File: src/design/sfp_pkg.sv
// constants shared by the parameter-table flash device and its table memory
package sfp_pkg;
  // register bus
  localparam int          AXI_AW        = 8;
  localparam logic [7:0]  REG_CTRL      = 8'h00;
  localparam logic [7:0]  REG_STATUS    = 8'h04;
  localparam logic [1:0]  RESP_OKAY     = 2'h0;
  localparam logic [1:0]  RESP_SLVERR   = 2'h2;
  // control fields
  localparam int          CTRL_LANE_LSB = 0;
  localparam int          CTRL_DUM_LSB  = 8;
  localparam logic [4:0]  DUMMY_RST     = 5'h08;
  // status fields
  localparam int          STS_WEL       = 0;
  localparam int          STS_DPD       = 1;
  localparam int          STS_SEL       = 2;
  localparam int          STS_ARM       = 3;
  localparam int          STS_OPC_LSB   = 8;
  // lane modes: opcode, address and data all use the same width
  localparam logic [1:0]  LANE_1        = 2'h0;
  localparam logic [1:0]  LANE_2        = 2'h1;
  localparam logic [1:0]  LANE_4        = 2'h2;
  localparam logic [1:0]  LANE_BAD      = 2'h3;
  // opcodes
  localparam logic [7:0]  OP_RST_EN     = 8'h66;
  localparam logic [7:0]  OP_RST        = 8'h99;
  localparam logic [7:0]  OP_LOCK       = 8'h36;
  // link framing
  localparam logic [4:0]  OPC_BITS      = 5'h08;
  localparam logic [4:0]  ADR_BITS      = 5'h18;
  localparam logic [4:0]  BYTE_BITS     = 5'h08;
  // parameter table
  localparam logic [19:0] TBL_PAGE      = 20'h00006;
  localparam logic [7:0]  TBL_BLANK     = 8'hff;
  localparam logic [7:0]  VMAX_LO       = 8'h00;
  localparam logic [7:0]  VMAX_HI       = 8'h36;
  localparam logic [7:0]  VMIN_LO       = 8'h00;
  localparam logic [7:0]  VMIN_HI       = 8'h27;
  // feature word 64h-65h
  localparam logic        F_HWRST       = 1'b0;
  localparam logic        F_PAUSE       = 1'b1;
  localparam logic        F_DPD         = 1'b1;
  localparam logic        F_SWRST       = 1'b1;
  localparam logic        F_PGM_SUSP    = 1'b0;
  localparam logic        F_ERS_SUSP    = 1'b0;
  localparam logic        F_WRAP        = 1'b0;
  localparam logic [15:0] FEAT_WORD     = {F_WRAP, 1'b1, F_ERS_SUSP, F_PGM_SUSP, OP_RST,
                                           F_SWRST, F_DPD, F_PAUSE, F_HWRST};
  // lock word 68h-69h
  localparam logic        L_BLOCK       = 1'b1;
  localparam logic        L_NONVOL      = 1'b0;
  localparam logic        L_DFLT_UNPROT = 1'b0;
  localparam logic        L_OTP         = 1'b1;
  localparam logic        L_RDLOCK      = 1'b1;
  localparam logic        L_PERM        = 1'b1;
  localparam logic [15:0] LOCK_WORD     = {2'b11, L_PERM, L_RDLOCK, L_OTP, L_DFLT_UNPROT,
                                           OP_LOCK, L_NONVOL, L_BLOCK};
endpackage : sfp_pkg

File: src/design/sfp_rom_if.sv
// link between the serial engine and the parameter table memory
`timescale 1ns/100ps
interface sfp_rom_if;
  logic [23:0] addr;
  logic [7:0]  q;
  modport ctl (output addr, input q);
  modport rom (input addr, output q);
endinterface : sfp_rom_if

File: src/design/sfp_flash_dev.sv
// serial flash device: parameter table read, reset and latch commands, axi4-lite control
//
// The implementer's own choices: the AXI4-Lite interface to the registers and the register addresses.
`timescale 1ns/100ps

module sfp_flash_dev #(
  parameter logic [7:0] OP_PARAM_RD = 8'h5a,
  parameter logic [7:0] OP_WREN     = 8'h06,
  parameter logic [7:0] OP_WRDI     = 8'h04,
  parameter logic [7:0] OP_DP       = 8'hb9,
  parameter logic [7:0] OP_RDP      = 8'hab
) (
  // clock and reset
  input  wire logic                       clk,
  input  wire logic                       rstn,
  // serial link pins
  input  wire logic                       sclk,
  input  wire logic                       cs_n,
  input  wire logic [3:0]                 io_in,
  output logic      [3:0]                 io_out,
  output logic      [3:0]                 io_oe_n,
  // axi4-lite write
  input  wire logic [sfp_pkg::AXI_AW-1:0] s_axi_awaddr,
  input  wire logic                       s_axi_awvalid,
  output logic                            s_axi_awready,
  input  wire logic [31:0]                s_axi_wdata,
  input  wire logic [3:0]                 s_axi_wstrb,
  input  wire logic                       s_axi_wvalid,
  output logic                            s_axi_wready,
  output logic [1:0]                      s_axi_bresp,
  output logic                            s_axi_bvalid,
  input  wire logic                       s_axi_bready,
  // axi4-lite read
  input  wire logic [sfp_pkg::AXI_AW-1:0] s_axi_araddr,
  input  wire logic                       s_axi_arvalid,
  output logic                            s_axi_arready,
  output logic [31:0]                     s_axi_rdata,
  output logic [1:0]                      s_axi_rresp,
  output logic                            s_axi_rvalid,
  input  wire logic                       s_axi_rready
);
  import sfp_pkg::*;

  typedef enum logic [2:0] {
    ST_OFF  = 3'b000,
    ST_CMD  = 3'b001,
    ST_ADR  = 3'b010,
    ST_DUM  = 3'b011,
    ST_DAT  = 3'b100,
    ST_SKIP = 3'b101
  } sfp_link_st_t;

  typedef struct packed {
    logic [1:0]        sclk_s;
    logic              sclk_d;
    logic [1:0]        csn_s;
    logic [3:0]        io_s1;
    logic [3:0]        io_s2;
    sfp_link_st_t      st;
    logic [4:0]        cnt;
    logic [7:0]        opc;
    logic [23:0]       addr;
    logic [7:0]        sh;
    logic [3:0]        io_out;
    logic [3:0]        io_oe_n;
    logic              write_enable_latch;
    logic              dpd;
    logic              arm;
    logic [1:0]        lanes;
    logic [4:0]        dummy;
    logic              awrdy;
    logic              wrdy;
    logic              aw_h;
    logic              w_h;
    logic [AXI_AW-1:0] awa;
    logic [31:0]       wd;
    logic [3:0]        ws;
    logic              bvalid;
    logic [1:0]        bresp;
    logic              arrdy;
    logic              rvalid;
    logic [31:0]       rdata;
    logic [1:0]        rresp;
  } sfp_state_t;

  sfp_state_t s_r;
  sfp_state_t s_nxt;
  sfp_rom_if  tbl ();

  sfp_table_rom u_rom (
    .clk  (clk),
    .rstn (rstn),
    .tbl  (tbl.rom)
  );

  // bits moved per link clock edge for the selected lane width
  function automatic logic [4:0] lane_step(input logic [1:0] lanes);
    unique case (lanes)
      LANE_2:  lane_step = 5'h02;
      LANE_4:  lane_step = 5'h04;
      default: lane_step = 5'h01;
    endcase
  endfunction : lane_step

  // shift sampled lanes into the low end, msb first
  function automatic logic [23:0] shift_in(input logic [23:0] v, input logic [1:0] lanes,
                                           input logic [3:0] io);
    unique case (lanes)
      LANE_2:  shift_in = {v[21:0], io[1:0]};
      LANE_4:  shift_in = {v[19:0], io[3:0]};
      default: shift_in = {v[22:0], io[0]};
    endcase
  endfunction : shift_in

  // place the top bits of a byte on the lanes; single data leaves on io[1]
  function automatic logic [3:0] lane_out(input logic [7:0] b, input logic [1:0] lanes);
    unique case (lanes)
      LANE_2:  lane_out = {2'b00, b[7:6]};
      LANE_4:  lane_out = b[7:4];
      default: lane_out = {2'b00, b[7], 1'b0};
    endcase
  endfunction : lane_out

  function automatic logic [3:0] lane_oe_n(input logic [1:0] lanes);
    unique case (lanes)
      LANE_2:  lane_oe_n = 4'hc;
      LANE_4:  lane_oe_n = 4'h0;
      default: lane_oe_n = 4'hd;
    endcase
  endfunction : lane_oe_n

  logic              sclk_rise;
  logic              sclk_fall;
  logic [4:0]        step;
  logic [23:0]       shv;
  logic [7:0]        byte_v;
  logic [31:0]       rd_v;
  logic              rd_ok;

  always_comb begin
    s_nxt     = s_r;
    sclk_rise = s_r.sclk_s[1] & ~s_r.sclk_d;
    sclk_fall = ~s_r.sclk_s[1] & s_r.sclk_d;
    step      = lane_step(s_r.lanes);
    shv       = '0;
    byte_v    = '0;
    rd_v      = '0;
    rd_ok     = 1'b0;

    // pins cross into the clock domain through two flops
    s_nxt.sclk_s = {s_r.sclk_s[0], sclk};
    s_nxt.sclk_d = s_r.sclk_s[1];
    s_nxt.csn_s  = {s_r.csn_s[0], cs_n};
    s_nxt.io_s1  = io_in;
    s_nxt.io_s2  = s_r.io_s1;

    // link engine; deselect always ends the frame and frees the lanes
    if (s_r.csn_s[1]) begin
      s_nxt.st      = ST_OFF;
      s_nxt.io_oe_n = '1;
    end else begin
      unique case (s_r.st)
        ST_OFF: begin
          s_nxt.st  = ST_CMD;
          s_nxt.cnt = OPC_BITS;
        end
        ST_CMD: begin
          if (sclk_rise) begin
            shv       = shift_in({16'h0000, s_r.opc}, s_r.lanes, s_r.io_s2);
            s_nxt.opc = shv[7:0];
            s_nxt.cnt = s_r.cnt - step;
            if (s_r.cnt == step) begin
              s_nxt.st  = ST_SKIP;
              s_nxt.arm = 1'b0;
              if (s_r.dpd && shv[7:0] != OP_RDP) begin
                s_nxt.st = ST_SKIP; // asleep: only release is heard
              end else if (shv[7:0] == OP_PARAM_RD) begin
                s_nxt.st  = ST_ADR;
                s_nxt.cnt = ADR_BITS;
              end else if (shv[7:0] == OP_RST_EN) begin
                s_nxt.arm = 1'b1;
              end else if (shv[7:0] == OP_RST && s_r.arm) begin
                s_nxt.write_enable_latch = 1'b0;
                s_nxt.dpd = 1'b0;
              end else if (shv[7:0] == OP_WREN) begin
                s_nxt.write_enable_latch = 1'b1;
              end else if (shv[7:0] == OP_WRDI) begin
                s_nxt.write_enable_latch = 1'b0;
              end else if (shv[7:0] == OP_DP) begin
                s_nxt.dpd = 1'b1;
              end else if (shv[7:0] == OP_RDP) begin
                s_nxt.dpd = 1'b0;
              end
            end
          end
        end
        ST_ADR: begin
          if (sclk_rise) begin
            s_nxt.addr = shift_in(s_r.addr, s_r.lanes, s_r.io_s2);
            s_nxt.cnt  = s_r.cnt - step;
            if (s_r.cnt == step) begin
              // mode bits, if a host sends any, are absorbed by the dummy count
              if (s_r.dummy == '0) begin
                s_nxt.st  = ST_DAT;
                s_nxt.cnt = '0;
              end else begin
                s_nxt.st  = ST_DUM;
                s_nxt.cnt = s_r.dummy;
              end
            end
          end
        end
        ST_DUM: begin
          if (sclk_rise) begin
            s_nxt.cnt = s_r.cnt - 5'h01;
            if (s_r.cnt == 5'h01) begin
              s_nxt.st = ST_DAT;
            end
          end
        end
        ST_DAT: begin
          if (sclk_fall) begin
            s_nxt.io_oe_n = lane_oe_n(s_r.lanes);
            if (s_r.cnt == '0) begin
              byte_v     = tbl.q;
              s_nxt.addr = s_r.addr + 24'h000001;
              s_nxt.cnt  = BYTE_BITS - step;
            end else begin
              byte_v    = s_r.sh;
              s_nxt.cnt = s_r.cnt - step;
            end
            s_nxt.io_out = lane_out(byte_v, s_r.lanes);
            s_nxt.sh     = byte_v << step;
          end
        end
        ST_SKIP: begin
          s_nxt.st = ST_SKIP;
        end
        default: begin
          s_nxt.st = ST_SKIP;
        end
      endcase
    end

    // axi4-lite write: address and data taken in either order
    if (s_r.awrdy && s_axi_awvalid) begin
      s_nxt.aw_h = 1'b1;
      s_nxt.awa  = s_axi_awaddr;
    end
    if (s_r.wrdy && s_axi_wvalid) begin
      s_nxt.w_h = 1'b1;
      s_nxt.wd  = s_axi_wdata;
      s_nxt.ws  = s_axi_wstrb;
    end
    if (s_r.bvalid && s_axi_bready) begin
      s_nxt.bvalid = 1'b0;
    end
    if (s_r.aw_h && s_r.w_h && !s_r.bvalid) begin
      s_nxt.aw_h   = 1'b0;
      s_nxt.w_h    = 1'b0;
      s_nxt.bvalid = 1'b1;
      s_nxt.bresp  = RESP_OKAY;
      if (s_r.awa == REG_CTRL) begin
        // a combination with unequal lanes does not exist; that code is ignored
        if (s_r.ws[0] && s_r.wd[CTRL_LANE_LSB +: 2] != LANE_BAD) begin
          s_nxt.lanes = s_r.wd[CTRL_LANE_LSB +: 2];
        end
        if (s_r.ws[1]) begin
          s_nxt.dummy = s_r.wd[CTRL_DUM_LSB +: 5];
        end
      end else if (s_r.awa != REG_STATUS) begin
        s_nxt.bresp = RESP_SLVERR;
      end
    end
    s_nxt.awrdy = ~s_nxt.aw_h & ~s_nxt.bvalid;
    s_nxt.wrdy  = ~s_nxt.w_h & ~s_nxt.bvalid;

    // axi4-lite read
    if (s_r.rvalid && s_axi_rready) begin
      s_nxt.rvalid = 1'b0;
    end
    if (s_r.arrdy && s_axi_arvalid) begin
      if (s_axi_araddr == REG_CTRL) begin
        rd_ok                         = 1'b1;
        rd_v[CTRL_LANE_LSB +: 2]      = s_r.lanes;
        rd_v[CTRL_DUM_LSB +: 5]       = s_r.dummy;
      end else if (s_axi_araddr == REG_STATUS) begin
        rd_ok                         = 1'b1;
        rd_v[STS_WEL]                 = s_r.write_enable_latch;
        rd_v[STS_DPD]                 = s_r.dpd;
        rd_v[STS_SEL]                 = ~s_r.csn_s[1];
        rd_v[STS_ARM]                 = s_r.arm;
        rd_v[STS_OPC_LSB +: 8]        = s_r.opc;
      end
      s_nxt.rvalid = 1'b1;
      s_nxt.rdata  = rd_v;
      s_nxt.rresp  = rd_ok ? RESP_OKAY : RESP_SLVERR;
    end
    s_nxt.arrdy = ~s_nxt.rvalid;
  end

  always_ff @(posedge clk or negedge rstn) begin
    if (!rstn) begin
      s_r         <= '0;
      s_r.csn_s   <= 2'b11;
      s_r.io_oe_n <= 4'hf;
      s_r.st      <= ST_OFF;
      s_r.write_enable_latch     <= 1'b0;
      s_r.dpd     <= 1'b0;
      s_r.lanes   <= LANE_1;
      s_r.dummy   <= DUMMY_RST;
      s_r.awrdy   <= 1'b1;
      s_r.wrdy    <= 1'b1;
      s_r.arrdy   <= 1'b1;
    end else begin
      s_r <= s_nxt;
    end
  end

  // the table address is held in a flop; its byte is ready long before the next link edge
  assign tbl.addr      = s_r.addr;
  assign io_out        = s_r.io_out;
  assign io_oe_n       = s_r.io_oe_n;
  assign s_axi_awready = s_r.awrdy;
  assign s_axi_wready  = s_r.wrdy;
  assign s_axi_bvalid  = s_r.bvalid;
  assign s_axi_bresp   = s_r.bresp;
  assign s_axi_arready = s_r.arrdy;
  assign s_axi_rvalid  = s_r.rvalid;
  assign s_axi_rdata   = s_r.rdata;
  assign s_axi_rresp   = s_r.rresp;
endmodule : sfp_flash_dev

File: src/design/sfp_table_rom.sv
// parameter table memory, registered read data
`timescale 1ns/100ps
module sfp_table_rom (
  // clock and reset
  input wire logic clk,
  input wire logic rstn,
  // table port
  sfp_rom_if.rom   tbl
);
  import sfp_pkg::*;

  typedef struct packed {
    logic [7:0] q;
  } sfp_rom_state_t;

  sfp_rom_state_t s_r;
  sfp_rom_state_t s_nxt;

  always_comb begin
    s_nxt = s_r;
    s_nxt.q = TBL_BLANK;
    if (tbl.addr[23:4] == TBL_PAGE) begin
      unique case (tbl.addr[3:0])
        4'h0:    s_nxt.q = VMAX_LO;
        4'h1:    s_nxt.q = VMAX_HI;
        4'h2:    s_nxt.q = VMIN_LO;
        4'h3:    s_nxt.q = VMIN_HI;
        4'h4:    s_nxt.q = FEAT_WORD[7:0];
        4'h5:    s_nxt.q = FEAT_WORD[15:8];
        4'h8:    s_nxt.q = LOCK_WORD[7:0];
        4'h9:    s_nxt.q = LOCK_WORD[15:8];
        default: s_nxt.q = TBL_BLANK;
      endcase
    end
  end

  always_ff @(posedge clk or negedge rstn) begin
    if (!rstn) begin
      s_r <= '0;
    end else begin
      s_r <= s_nxt;
    end
  end

  assign tbl.q = s_r.q;
endmodule : sfp_table_rom

File: config.mk
export PLATFORM = sky130hd
export DESIGN_NAME = sfp_flash_dev
export DESIGN_NICKNAME = d
export VERILOG_FILES = /design/src/design/sfp_pkg.sv /design/src/design/sfp_rom_if.sv /design/src/design/sfp_flash_dev.sv /design/src/design/sfp_table_rom.sv
export SDC_FILE = /design/constraint.sdc
export NUM_CORES = 1
export LEC_CHECK = 0
export BUFFER_PORTS_ARGS = -buffer_cell sky130_fd_sc_hd__clkbuf_2
export CORE_ASPECT_RATIO = 0.6
export CORE_MARGIN = 2
export CORE_UTILIZATION = 57
export CTS_CLUSTER_DIAMETER = 200
export CTS_CLUSTER_SIZE = 16
export DETAILED_ROUTE_END_ITERATION = 8
export PLACE_DENSITY = 0.88
export SKIP_CTS_REPAIR_TIMING = 1
export SLEW_MARGIN = 20
export SYNTH_ARGS = -nofsm -noshare
export SYNTH_HDL_FRONTEND = slang
export SYNTH_SLANG_ARGS = --single-unit
File: constraint.sdc
create_clock -name clk -period 7 [get_ports clk]
set_input_delay 0.35 -clock clk [delete_from_list [all_inputs] [get_ports clk]]
set_output_delay 0.35 -clock clk [all_outputs]
set_load 0.01 [all_outputs]
# --- Word-level counts from Yosys, hierarchy flattened ---
# Memories as Yosys holds them, arrays and structs flattened.
# Cells that the tools add are included.
op_classes:
  shift: 1
  mux: 63
  bitwise_logic: 14
  n_reduce_logical: 33
  n_addsub: 4
  eq_ne: 34
ops:
  columns: ["operator", "n"]
  rows:
  - ["$mux 8", 15]
  - ["$pmux 24 s2", 2]
  - ["$mux 24", 2]
  - ["$mux 40", 1]
  - ["$mux 35", 1]
  - ["$pmux 5 s5", 1]
  - ["$add 24x1->24 const B", 1]
  - ["$eq 8x3->1 const B", 3]
  - ["$eq 8x8->1 const B", 3]
  - ["$eq 20x3->1 const B", 1]
  - ["$mux 5", 4]
  - ["$ne 2x2->1 const B", 9]
  - ["$ne 3x3->1 const B", 6]
  - ["$eq 8x7->1 const B", 2]
  - ["$logic_not 8->1", 2]
  - ["$mux 1", 16]
  - ["$mux 16", 1]
  - ["$pmux 4 s2", 2]
  - ["$pmux 8 s2", 1]
  - ["$mux 3", 5]
  - ["$pmux 3 s5", 1]
  - ["$mux 2", 7]
  - ["$mux 4", 3]
  - ["$reduce_and 3->1", 4]
  - ["other kinds (30)", 56]
totals:
  mem_bits_ro: 128
  elab_cells: 181
  reg_bits: 133
  input_bits: 65
  mem_count: 1
  output_inout_bits: 49
memory_table:
  columns: ["name", "depth", "width", "read_ports", "rd_clocked_by_memory_dff", "write_ports", "line_no", "text"]
  rows:
  - ["(no name shown)", 16, 8, 1, 0, 0, "sfp_table_rom.sv:23", "unique case (tbl.addr[3:0])"]

# --- Longest topological paths before layout ---
# Gate-level depths: netlist (run 1).
logic_depth:
  ltp_word: 12
  ltp_mapped: 10
  mapped_depth_nobuf: 10

# --- By module ---
# A second synthesis (run 1) with hierarchy kept.
unflattened:
  cells_unflattened: 776
  area_unflattened_um2: 7154.4
by_module_without_submodules:
  columns: ["mod", "n_inst", "area_each_um2", "seq_area_each_um2", "cells_per_inst"]
  rows:
  - ["sfp_flash_dev", 1, 6760.2, 2914.0, 738]
  - ["sfp_table_rom", 1, 394.1, 175.2, 38]

# --- Worst setup path before layout (run 1) ---
# Ideal clock, no wire load.
synth_path:
  kind: "register -> register"
  startpoint: "register s_r[93] in the netlist's numbering"
  endpoint: "register s_r[95] in the netlist's numbering"
  setup_ps: 123
  stages_incl_launch_ff: 10
  synth_period_minus_slack_ps: 2602
  setup_slack_ps: 4398
  arrival_ps: 2479
  cell_sequence: "dfrtp_1 inv_1 ha_1 clkbuf_1 inv_1 ha_1 nand4_1 or2_2 or4_1 mux2i_1"
synth_via:
  elab_chain_cells: 10
  elab_cells_between_ends: 29
  classes_between: "eq/ne (13); mux (9); bitwise (3); reduce/logical (4)"
synth_lines:
  columns: ["element", "line_no", "text"]
  rows:
  - ["start, declared", "sfp_flash_dev.sv:86", "sfp_state_t s_r;"]
  - ["start signal, assigned", "sfp_flash_dev.sv:316", "s_r <= s_nxt;"]
  - ["$eq 2x2->1 / $eq 2x1->1 (equally long branches)", "sfp_flash_dev.sv:98, sfp_flash_dev.sv:108", null]
  - ["$pmux 8 s2", "sfp_flash_dev.sv:108", "unique case (lanes)"]
  - ["$mux 8", "sfp_flash_dev.sv:168", "if (sclk_rise) begin"]
  - ["$mux 8", "sfp_flash_dev.sv:162", "unique case (s_r.st)"]
  - ["$mux 8", "sfp_flash_dev.sv:158", "if (s_r.csn_s[1]) begin"]
  - ["$eq 8x8->1", "sfp_flash_dev.sv:189", "end else if (shv[7:0] == OP_DP) begin"]
  - ["$mux 1", "sfp_flash_dev.sv:189", null]
  - ["$mux 1", "sfp_flash_dev.sv:187", "end else if (shv[7:0] == OP_WRDI) begin"]
  - ["$mux 1", "sfp_flash_dev.sv:185", "end else if (shv[7:0] == OP_WREN) begin"]
  - ["$mux 2", "sfp_flash_dev.sv:182", "end else if (shv[7:0] == OP_RST && s_r.arm) begin"]
# Parallel ways exist; a longest one is shown, timed or not. The select of a mux whose other input is x is not followed.
# A chain may end at the register's enable or synchronous reset.

# --- Worst setup path in the final report (run 1) ---
layout_path:
  startpoint: "register s_r[92] in the netlist's numbering"
  endpoint: "register s_r[148] in the netlist's numbering"
layout_via:
  elab_chain_cells: 11
  elab_cells_between_ends: 22
  classes_between: "add/sub (2); eq/ne (5); mux (14); reduce/logical (1)"
layout_lines:
  columns: ["element", "line_no", "text"]
  rows:
  - ["$eq 2x2->1 / $eq 2x1->1 (equally long branches)", "sfp_flash_dev.sv:98, sfp_flash_dev.sv:108", null]
  - ["$pmux 8 s2", "sfp_flash_dev.sv:108", null]
  - ["$mux 8", "sfp_flash_dev.sv:168", null]
  - ["$mux 8", "sfp_flash_dev.sv:162", null]
  - ["$mux 8", "sfp_flash_dev.sv:158", null]
  - ["$eq 8x7->1 / $ne 8x8->1 (equally long branches)", "sfp_flash_dev.sv:177, sfp_flash_dev.sv:175", null]
  - ["$mux 8 / $logic_and 1x1->1 (equally long branches)", "sfp_flash_dev.sv:177, sfp_flash_dev.sv:175", null]
  - ["$mux 5", "sfp_flash_dev.sv:175", "if (s_r.dpd && shv[7:0] != OP_RDP) begin"]
  - ["$mux 8", "sfp_flash_dev.sv:172", "if (s_r.cnt == step) begin"]
  - ["$mux 16", "sfp_flash_dev.sv:168", null]
  - ["$pmux 5 s5 (*)", "sfp_flash_dev.sv:162", null]
# Mark *: on every way between the ends. The rest lies on a longest branch, timed or not. The select of a mux whose other input is x is not followed.

==> impl_metrics.tcl, run 1 <==
set metrics [dict create \
    status "completed" \
    p_int_w 0.00155 \
    antenna-diode-count 0 \
    synth_area_leaders "dfrtp_1 (40%), o21ai_0 (5.1%), mux2_2 (4.7%), buf_4 (4.6%), nand2_1 (4.2%)" \
    leakage_nw 3.40 \
    ir_worst_vdd_uv 197 \
    period_minus_slack_ns 3.60 \
    dieArea_sq_um 13600 \
    viasPerCell 6.39 \
    post-route-drc-count 0 \
    wirelength_um 18300 \
    yosysMostFrequentCell "dfrtp_1" \
    path_clk_slew_ns 0.06 \
    h-tree-depth 4 \
    slew_headroom_pct 30.5 \
    power_frac_comb_pct 24.3 \
    hold_viol 0 \
    grt_usage_pct 28.1 \
    swShare_pct 33.5 \
    cts_sinks 123 \
    drv_cap 0 \
    dpl_cell_area_sq_um 7350 \
    area_delta_synth_final_pct 9.99 \
    final_nets 870 \
    netlist.area_leader.share_pct 39.5 \
    worst_slack_ns 3.40 \
    regArea_sq_um 3090 \
    timing.fmax_mhz 278 \
    cp_max_fo 22 \
    start_util_pct 59.0 \
    worstSetupPathType "reg2reg" \
    r2r-start "s_r[92]" \
    place.gp.congestion 0.931 \
    required_ns 7.32 \
    fill_cells 947 \
    crit_arrival_ns 3.92 \
    total_power_w 0.00233 \
    async_flop_share_pct 100 \
    critPathLaunch "s_r[92]" \
    seqPwrFrac_pct 38.6 \
    worstMarginPinSlew_ns 1.04 \
    fin_setup_tns_ns 0 \
    rsz0062_at_grt "false" \
    syn_inst 769 \
    core_sq_um 12200 \
    grt_first_pass_wirelength_um 30100 \
    io_pins 114 \
    syn_area_sq_um 7210 \
    grt_max_degree 78 \
    initialDrtViolationCount 757 \
    dp_slack_ns 3.67 \
    yosys_warnings 0 \
    cts_root_buf "clkbuf_16" \
    core.rowCount 31 \
    clock_skew_ns 0.0120 \
    die_w_um 149 \
    numCtsBuffers 17 \
    period_share_pct 51.4 \
    power.density_nw_per_um2 294 \
    grt_pass1_vias 5803 \
    synth-edff-count 0 \
    critical_path.endpoint_type "register" \
    clock_power_share_pct 37.1 \
    final_core_util_pct 64.9 \
    cts_tree "built" \
    multi_input_comb_area_sq_um 3570 \
    dieHeight_um 91.1 \
    min-delay-start "io_in[0]" \
    netlist_top_cells_count "dfrtp_1 (114), nand2_1 (80), o21ai_0 (73)" \
    antenna_found_initial 0 \
    seq_area_frac_synth_pct 42.8 \
    yosys.cell_types.count 74 \
    synth-seq-cells 123 \
    place_hpwl_um 12400 \
    portBuffers 64 \
    switchingPower_w 0.000781 \
    dr.pass1.iters 6 \
    drtAntennaViolNets 0 \
    syn_area_per_cell_sq_um 9.38 \
    min_path_type "in2reg" \
    wl_per_cell_um 18.9 \
    clock_path_buffers 2 \
    drive_gt1_share_pct 20.4 \
    grt.overflow.total 0 \
    worstSetupStartpointType "register" \
    yosysTopAreaCell "dfrtp_1" \
    design_area_sq_um 7940 \
    synth_top_flop_cell "dfrtp_1" \
    setup_viol_count_final 0 \
    vias 6190 \
    finalMaxSlewViolations 0 \
    clkLatencyLatePin_ns 0.42 \
]
[stage by stage]
step	std cells	hold slack, ns
after global placement	936	0.332
after CTS	968	-0.0619
after global routing	969	0.0223
after detailed placement	936	0.344
final	969	0.0313
after floorplan	790	0.0544
[cells by family after synthesis]
| family | after synthesis | share of synthesized area [%] |
|---|---|---|
| other | 1 | 0.0520 |
| muxes | 55 | 8.50 |
| xor gates and xnor gates | 5 | 0.607 |
| adders and majority gates | 14 | 2.53 |
| AOI/OAI and AO/OA | 232 | 21.8 |
| DFF | 123 | 42.8 |
| buffers and inverters | 117 | 8.74 |
| and+or+nand+nor | 222 | 14.9 |
[state kept, by name, summed over array words and instances (netlist names)]
| register | count |
|---|---|
| tbl.addr | 24 |
| s_r | 59 |
| s_axi_awready | 1 |
| io_oe_n | 3 |
| s_axi_wready | 1 |
| s_nxt | 7 |
| s_axi_rvalid | 1 |
| s_axi_arready | 1 |
| io_out | 4 |
| s_axi_bresp | 1 |
| s_axi_rdata | 12 |
| s_axi_bvalid | 1 |
| s_axi_rresp | 1 |
| u_rom.tbl.q | 7 |
[cell type report]
class,count,area share [%]
timing repair buffer,73,4.95
tap,165,2.60
inverter,26,1.23
clock inverter,15,1.89
multi-input combinational,550,45.0
clock buffer,17,5.36
sequential,123,38.9
[power by group through the flow]
stage | Sequential [W] | Clock, W | Combinational (W)
after floorplan | 0.000878 | 0 | 0.000439
after global placement | 0.000901 | 0 | 0.000528
after detailed placement | 0.000908 | 0 | 0.000546
after CTS | 0.000898 | 0.000870 | 0.000556
after global routing | 0.000914 | 0.000909 | 0.000619
final | 0.000901 | 0.000865 | 0.000566
[final timing paths]
path                              endpoint  slack, ns  cells after the start
worst max-delay path              s_r[148]       3.40                      8
worst max register to register    s_r[148]       3.40                      8
worst min register to register    s_r[154]       0.35                      0
min in group asynchronous         s_r[148]       0.47                      2
worst min-delay path            s_nxt[153]       0.03                      1
max in group asynchronous         s_r[137]       5.15                      3
[worst max-delay path, cell delays in order (launching register included)]
cell      delay [ns]
dfrtp_1         0.49
inv_1           0.13
ha_1            0.33
inv_1           0.71
o21ai_0         0.38
nand3b_2        0.37
or4_4           0.49
or3_1           0.37
a311oi_1        0.23
[per-layer routing]
metal  track usage, %  up-vias  wire, um
li1                 -     2812         -
met1             42.4     2922      8110
met2             38.0      417      7520
met3             10.5       39      2450
met4             6.90        0       258
met5                0        -         0
[cell usage in the layout, fill, tap and decap left out, types with 22 or more instances in the layout]
cell and n:
o21ai_0 73, nor2_1 47, clkbuf_2 63, mux2i_1 23
inv_1 25, conb_1 22, a21oi_1 28, dfrtp_1 114
nand2_1 80, mux2_2 30
Power figures use the tool's default switching activity.
==> inputs of run 2 (changes only) <==
Settings changed: ABC_AREA set to 1, CORE_UTILIZATION 57 to 52, PLACE_DENSITY 0.88 to 0.85.
Clock period 7 ns to 2.9 ns, I/O delays scaled along.
==> run 2 against run 1 <==
  * Worst setup slack got worse by 3.2 ns
  * Register-to-register slack got worse by 3.2 ns
  * Die area rose by 16%
  * Sequential share of layout area fell by 3.7 points
  * Critical path depth rose by 6
  * Final cell count rose by 35%
  * Fmax rose by 34%
  * Largest cell class unchanged
  * Synthesized cell count rose by 33%
  * Clock skew rose by 0.0016 ns
  * Cell area rose by 10%
==> impl_metrics.tcl, run 2 <==
set metrics [dict create \
    place.gp.congestion 0.957 \
    synth-seq-cells 123 \
    die_w_um 161 \
    slowest_delay_ns 0.46 \
    largest_reg_flops 59 \
    clock_skew_ns 0.0136 \
    layout_common_cells "nand2_1 (267), dfrtp_1 (114), inv_1 (93)" \
    critPathSlowestCell "dfrtp_1" \
    period_share_pct 92.4 \
    synth_top_flop_cell "dfrtp_1" \
    drv_cap 0 \
    yosys.cell_types.count 49 \
    grt_max_degree 53 \
    dieHeight_um 98.0 \
    dr_wl_met3_um 2500 \
    portBuffers 64 \
    post-route-drc-count 0 \
    viasPerCell 5.66 \
    yosysMostFrequentCell "nand2_1" \
    critical_path.endpoint_type "register" \
    drtAntennaViolNets 0 \
    p_int_w 0.00379 \
    power.density_nw_per_um2 696 \
    ir_worst_vdd_uv 343 \
    vias 7409 \
    final_nets 1177 \
    fill_cells 1206 \
    status "completed" \
    top_register "s_r" \
    hold_viol 0 \
    worstMarginPinSlew_ns 0.671 \
    wl_met1_um 9300 \
    syn_area_sq_um 7650 \
    netlist.area_leader.share_pct 37.3 \
    grt_usage_pct 26.7 \
    dp_slack_ns 0.333 \
    r2r-start "s_r[92]" \
    path_cells "inv_1, ha_1, buf_4, inv_2, nand3_1, nand2_1, nor2_2, nor2_2, nand2_2, nor2_4, nand3_1, nand2_1, nand3_1, nand2_1" \
    final_common_cell "nand2_1" \
    required_ns 3.26 \
    core.rowCount 34 \
    worstSetupStartpointType "register" \
    grt_first_pass_wirelength_um 33600 \
    grt_pass1_vias 6570 \
    finalMaxSlewViolations 0 \
    seqPwrFrac_pct 37.1 \
    cp_max_fo 18 \
    antenna-diode-count 0 \
    syn_inst 1024 \
    dr.pass1.iters 7 \
    async_flop_share_pct 100 \
    start_util_pct 53.1 \
    io_pins 114 \
    slew_headroom_pct 55.3 \
    wirelength_um 20700 \
    min-delay-start "s_axi_bready" \
    cts_tree "built" \
    critPathLaunch "s_r[92]" \
    min_path_type "in2reg" \
    cts_root_buf "clkbuf_16" \
    leakage_nw 4.22 \
    fin_setup_tns_ns 0 \
    top_layer "met4" \
    swShare_pct 37.9 \
    drive_gt1_share_pct 17.4 \
    timing.fmax_mhz 373 \
    route.met2.wl_um 8600 \
    worstSetupPathType "reg2reg" \
    crit_arrival_ns 3.04 \
    power_frac_comb_pct 29.5 \
    dieArea_sq_um 15700 \
    yosysTopAreaCell "dfrtp_1" \
    path_clk_slew_ns 0.06 \
    initialDrtViolationCount 1071 \
    seq_area_frac_synth_pct 40.4 \
    yosys_warnings 0 \
    cts_sinks 123 \
    clock_path_buffers 2 \
    netlist_top_cells_count "nand2_1 (267), dfrtp_1 (114), inv_1 (93)" \
    synth_area_leaders "dfrtp_1 (37%), nand2_1 (13%), nand3_1 (4.8%), buf_4 (4.7%), o21ai_0 (4.6%)" \
    period_minus_slack_ns 2.68 \
    wl_per_cell_um 15.8 \
    clkLatencyLatePin_ns 0.43 \
    h-tree-depth 4 \
    core_sq_um 14400 \
    synth-edff-count 0 \
    place_hpwl_um 14500 \
    syn_area_per_cell_sq_um 7.47 \
    setup_viol_count_final 0 \
    grt.overflow.total 0 \
    clock_power_share_pct 33.4 \
    area_delta_synth_final_pct 14.5 \
    antenna_found_initial 0 \
    worst_slack_ns 0.219 \
    numCtsBuffers 17 \
    rsz0062_at_grt "false" \
    switchingPower_w 0.00231 \
]
-- run 2: cell types whose count changed after synthesis, moves of 15 or more --
cell | previous run | this run
a21oi_1 | 28 | 49
clkbuf_1 | 38 | 7
inv_1 | 25 | 93
inv_2 | 1 | 18
mux2_2 | 30 | 0
mux2i_1 | 23 | 0
nand2_1 | 80 | 267
nand3_1 | 15 | 73
nor2_1 | 47 | 80
nor2_2 | 0 | 15
o21ai_1 | 3 | 21
-- run 2: cell type report --
| cell class | count | area (sq um) | area share (%) |
|---|---|---|---|
| repair buffers | 106 | 713 | 8.14 |
| flip-flops and latches | 123 | 3090 | 35.3 |
| clock buffers | 17 | 425 | 4.86 |
| inverters | 113 | 424 | 4.84 |
| clock inverters | 15 | 143 | 1.63 |
| multi-input cells | 737 | 3720 | 42.4 |
| well taps | 198 | 248 | 2.83 |
-- run 2: critical path, delay by kind of cell (launching register included) --
family,cells,cell delay [ns]
buf+inv,3,0.59
flops,1,0.46
fa+ha+maj,1,0.36
simple gates,10,1.19
-- run 2: per-stage QoR --
stage          instances  power, W  hold WS (ns)  cell area, sq um  util [%]
2_1_floorplan       1045   0.00352        -0.151              7730         -
3_3_place_gp        1252   0.00391         0.219              7940      55.1
3_5_place_dp        1252   0.00397         0.227              7940      55.1
4_1_cts             1284   0.00602        -0.221              8510      59.0
5_1_grt             1309   0.00644        0.0456              8760      60.7
6_report            1309   0.00609        0.0121              8760      60.7
-- run 2: final timing paths --
kind,end,slack (ns),cells past startpoint
min,s_axi_bvalid,0.01,2
min reg2reg,s_r[156],0.35,0
max,s_r[151],0.22,14
max in group asynchronous,s_r[90],1.77,3
min in group asynchronous,s_axi_rdata[15],0.30,2
max reg2reg,s_r[151],0.22,14
-- run 2: logic make-up (layout without fill, tap and decap cells) --
kind of cell    count (synthesis)  in the layout  synth area share, %
flops                         123            123                 40.4
simple gates                  504            504                 30.5
buf+inv                       185            251                 12.1
xor+xnor                        3              3                0.343
fa+ha+maj                      14             14                 2.39
other cells                     1             22               0.0490
compound gates                194            194                 14.3
-- run 2: layer usage --
metal | track usage, % | vias to the layer above
li1 | - | 3462
met1 | 41.2 | 3471
met2 | 36.5 | 440
met3 | 7.73 | 36
met4 | 6.79 | 0
met5 | 0 | -
-- run 2: power groups by stage --
stage	registers (W)	clock network, W	logic, W
5_1_grt	0.00229	0.00215	0.00201
4_1_cts	0.00224	0.00205	0.00173
3_5_place_dp	0.00226	0	0.00171
2_1_floorplan	0.00220	0	0.00132
3_3_place_gp	0.00226	0	0.00166
6_report	0.00226	0.00204	0.00180
==> inputs of run 3 (changes only) <==
Settings changed: ABC_AREA 1 to not set.
==> run 3 against run 2 <==
  * The flow now finishes with violations (hold timing)
  * Combinational power fell by 16%
  * Cell area shrank 3.6%
  * Via count fell by 12%
  * Register-to-register slack lost 0.03 ns
  * Final cell count decreased by 22%
  * Sequential power down 2%
  * Fmax fell by 1.1%
  * Global-route usage is 0.38 points higher
  * Routed wire length down 0.43%
  * Largest power group is now the clock network
==> impl_metrics.tcl, run 3 (synthesis results as in run 1) <==
set metrics [dict create \
    dr.pass1.iters 8 \
    cts_tree "built" \
    power.density_nw_per_um2 711 \
    die_w_um 156 \
    vias 6545 \
    finalMaxSlewViolations 0 \
    worstMarginPinSlew_ns 0.724 \
    final_nets 917 \
    dieHeight_um 95.2 \
    clock_skew_ns 0.0124 \
    io_pins 114 \
    min_path_type "in2reg" \
    final_core_util_pct 62.2 \
    core.rowCount 33 \
    numCtsBuffers 17 \
    dieArea_sq_um 14900 \
    drive_gt1_share_pct 22.2 \
    place.gp.congestion 0.946 \
    h-tree-depth 4 \
    largest_reg_flops 59 \
    grt_use_met2_pct 37.7 \
    drv_cap 0 \
    drtAntennaViolNets 0 \
    area_delta_synth_final_pct 17.1 \
    violations "hold timing" \
    whs_ns -0.0366 \
    portBuffers 64 \
    grt_first_pass_wirelength_um 31100 \
    grt_usage_pct 27.1 \
    antenna-diode-count 0 \
    critPathSlowestCell "dfrtp_1" \
    setup_viol_count_final 0 \
    path_cells "buf_4, inv_1, ha_1, inv_1, ha_1, nand4_1, buf_4, nor3_1, buf_4, a211oi_1, o211a_1, a311oi_1" \
    grt_pass1_vias 5809 \
    use_met3_pct 7.59 \
    core_sq_um 13600 \
    cts_sinks 123 \
    required_ns 3.18 \
    start_util_pct 53.1 \
    worstSetupPathType "reg2reg" \
    busiest_layer "met1" \
    layout_common_cells "dfrtp_1 (114), nand2_1 (80), o21ai_0 (73)" \
    critical_path.endpoint_type "register" \
    cts_root_buf "clkbuf_16" \
    status "finished, violations left" \
    post-route-drc-count 0 \
    wirelength_um 20600 \
    initialDrtViolationCount 867 \
    slew_headroom_pct 51.2 \
    worstSetupStartpointType "register" \
    viasPerCell 6.38 \
    wl_per_cell_um 20.1 \
    grt_max_degree 55 \
    rsz0062_at_grt "false" \
    leakage_nw 3.64 \
    slowest_delay_ns 0.41 \
    path_clk_slew_ns 0.06 \
    use_met1_pct 41.3 \
    place_hpwl_um 13300 \
    path_delay_family "buffers and inverters" \
    clock_path_buffers 2 \
    top_register "s_r" \
    final_common_cell "dfrtp_1" \
    clkLatencyLatePin_ns 0.43 \
    ir_worst_vdd_uv 543 \
    fin_setup_tns_ns 0 \
    cp_max_fo 7 \
    antenna_found_initial 0 \
    hold_viol 2 \
    grt.overflow.total 0 \
    crit_arrival_ns 2.99 \
    timing.fmax_mhz 369 \
    path_buf_inv 5 \
    critPathMostFrequentCell "buf_4" \
    period_minus_slack_ns 2.71 \
    period_share_pct 93.5 \
]
run 3: cell count changes in the layout (fill, tap and decap cells not counted), sizes merged, moves of 11 or more:
cell	before	now
mux2	0	30
o21ai	92	79
a21oi	53	29
nand3	78	15
mux2i	0	23
inv	116	35
a22o	2	15
nor2	103	47
buf	18	32
a221o	0	11
nand2	279	81
run 3: layout make-up:
class | count | area, sq um
sequential | 123 | 3090
clock inverter | 15 | 198
multi-input combinational | 550 | 3600
timing repair buffer | 120 | 818
clock buffer | 17 | 425
tap | 175 | 219
inverter | 26 | 97.6
fill | 1011 | 5140
run 3: final timing paths:
check,cells after the start,to,from,slack [ns]
worst min-delay path,2,s_axi_rvalid,s_axi_rready,-0.04
max in group asynchronous,3,io_oe_n[2],rstn,1.78
worst max-delay path,12,s_r[148],s_r[93],0.19
worst min register to register,0,s_r[154],s_nxt[154],0.35
min in group asynchronous,2,s_r[105],rstn,0.25
worst max register to register,12,s_r[148],s_r[93],0.19
run 3: through the flow:
stage | cells | power (W) | instance area (sq um) | setup WS, ns
6_report | 1026 | 0.00601 | 8450 | 0.189
2_1_floorplan | 790 | 0.00318 | 7290 | 0.298
4_1_cts | 1001 | 0.00587 | 8170 | 0.0606
3_3_place_gp | 969 | 0.00352 | 7550 | 0.191
3_5_place_dp | 969 | 0.00360 | 7550 | 0.0883
5_1_grt | 1026 | 0.00624 | 8450 | 0.0291
run 3: metal layers:
| metal | wire length (um) | vias to the layer above | share of wire [%] |
|---|---|---|---|
| met1 | 9020 | 3152 | 44 |
| met3 | 2450 | 45 | 12 |
| met4 | 288 | 0 | 1.4 |
| li1 | - | 2909 | - |
| met5 | 0 | - | 0 |
| met2 | 8870 | 439 | 43 |
run 3: power breakdown:
| part | leakage (nW) | internal (W) | switching, W |
|---|---|---|---|
| Combinational | 1.78 | 0.000657 | 0.000868 |
| Sequential | 1.56 | 0.00196 | 0.000244 |
| Clock | 0.304 | 0.00132 | 0.000955 |
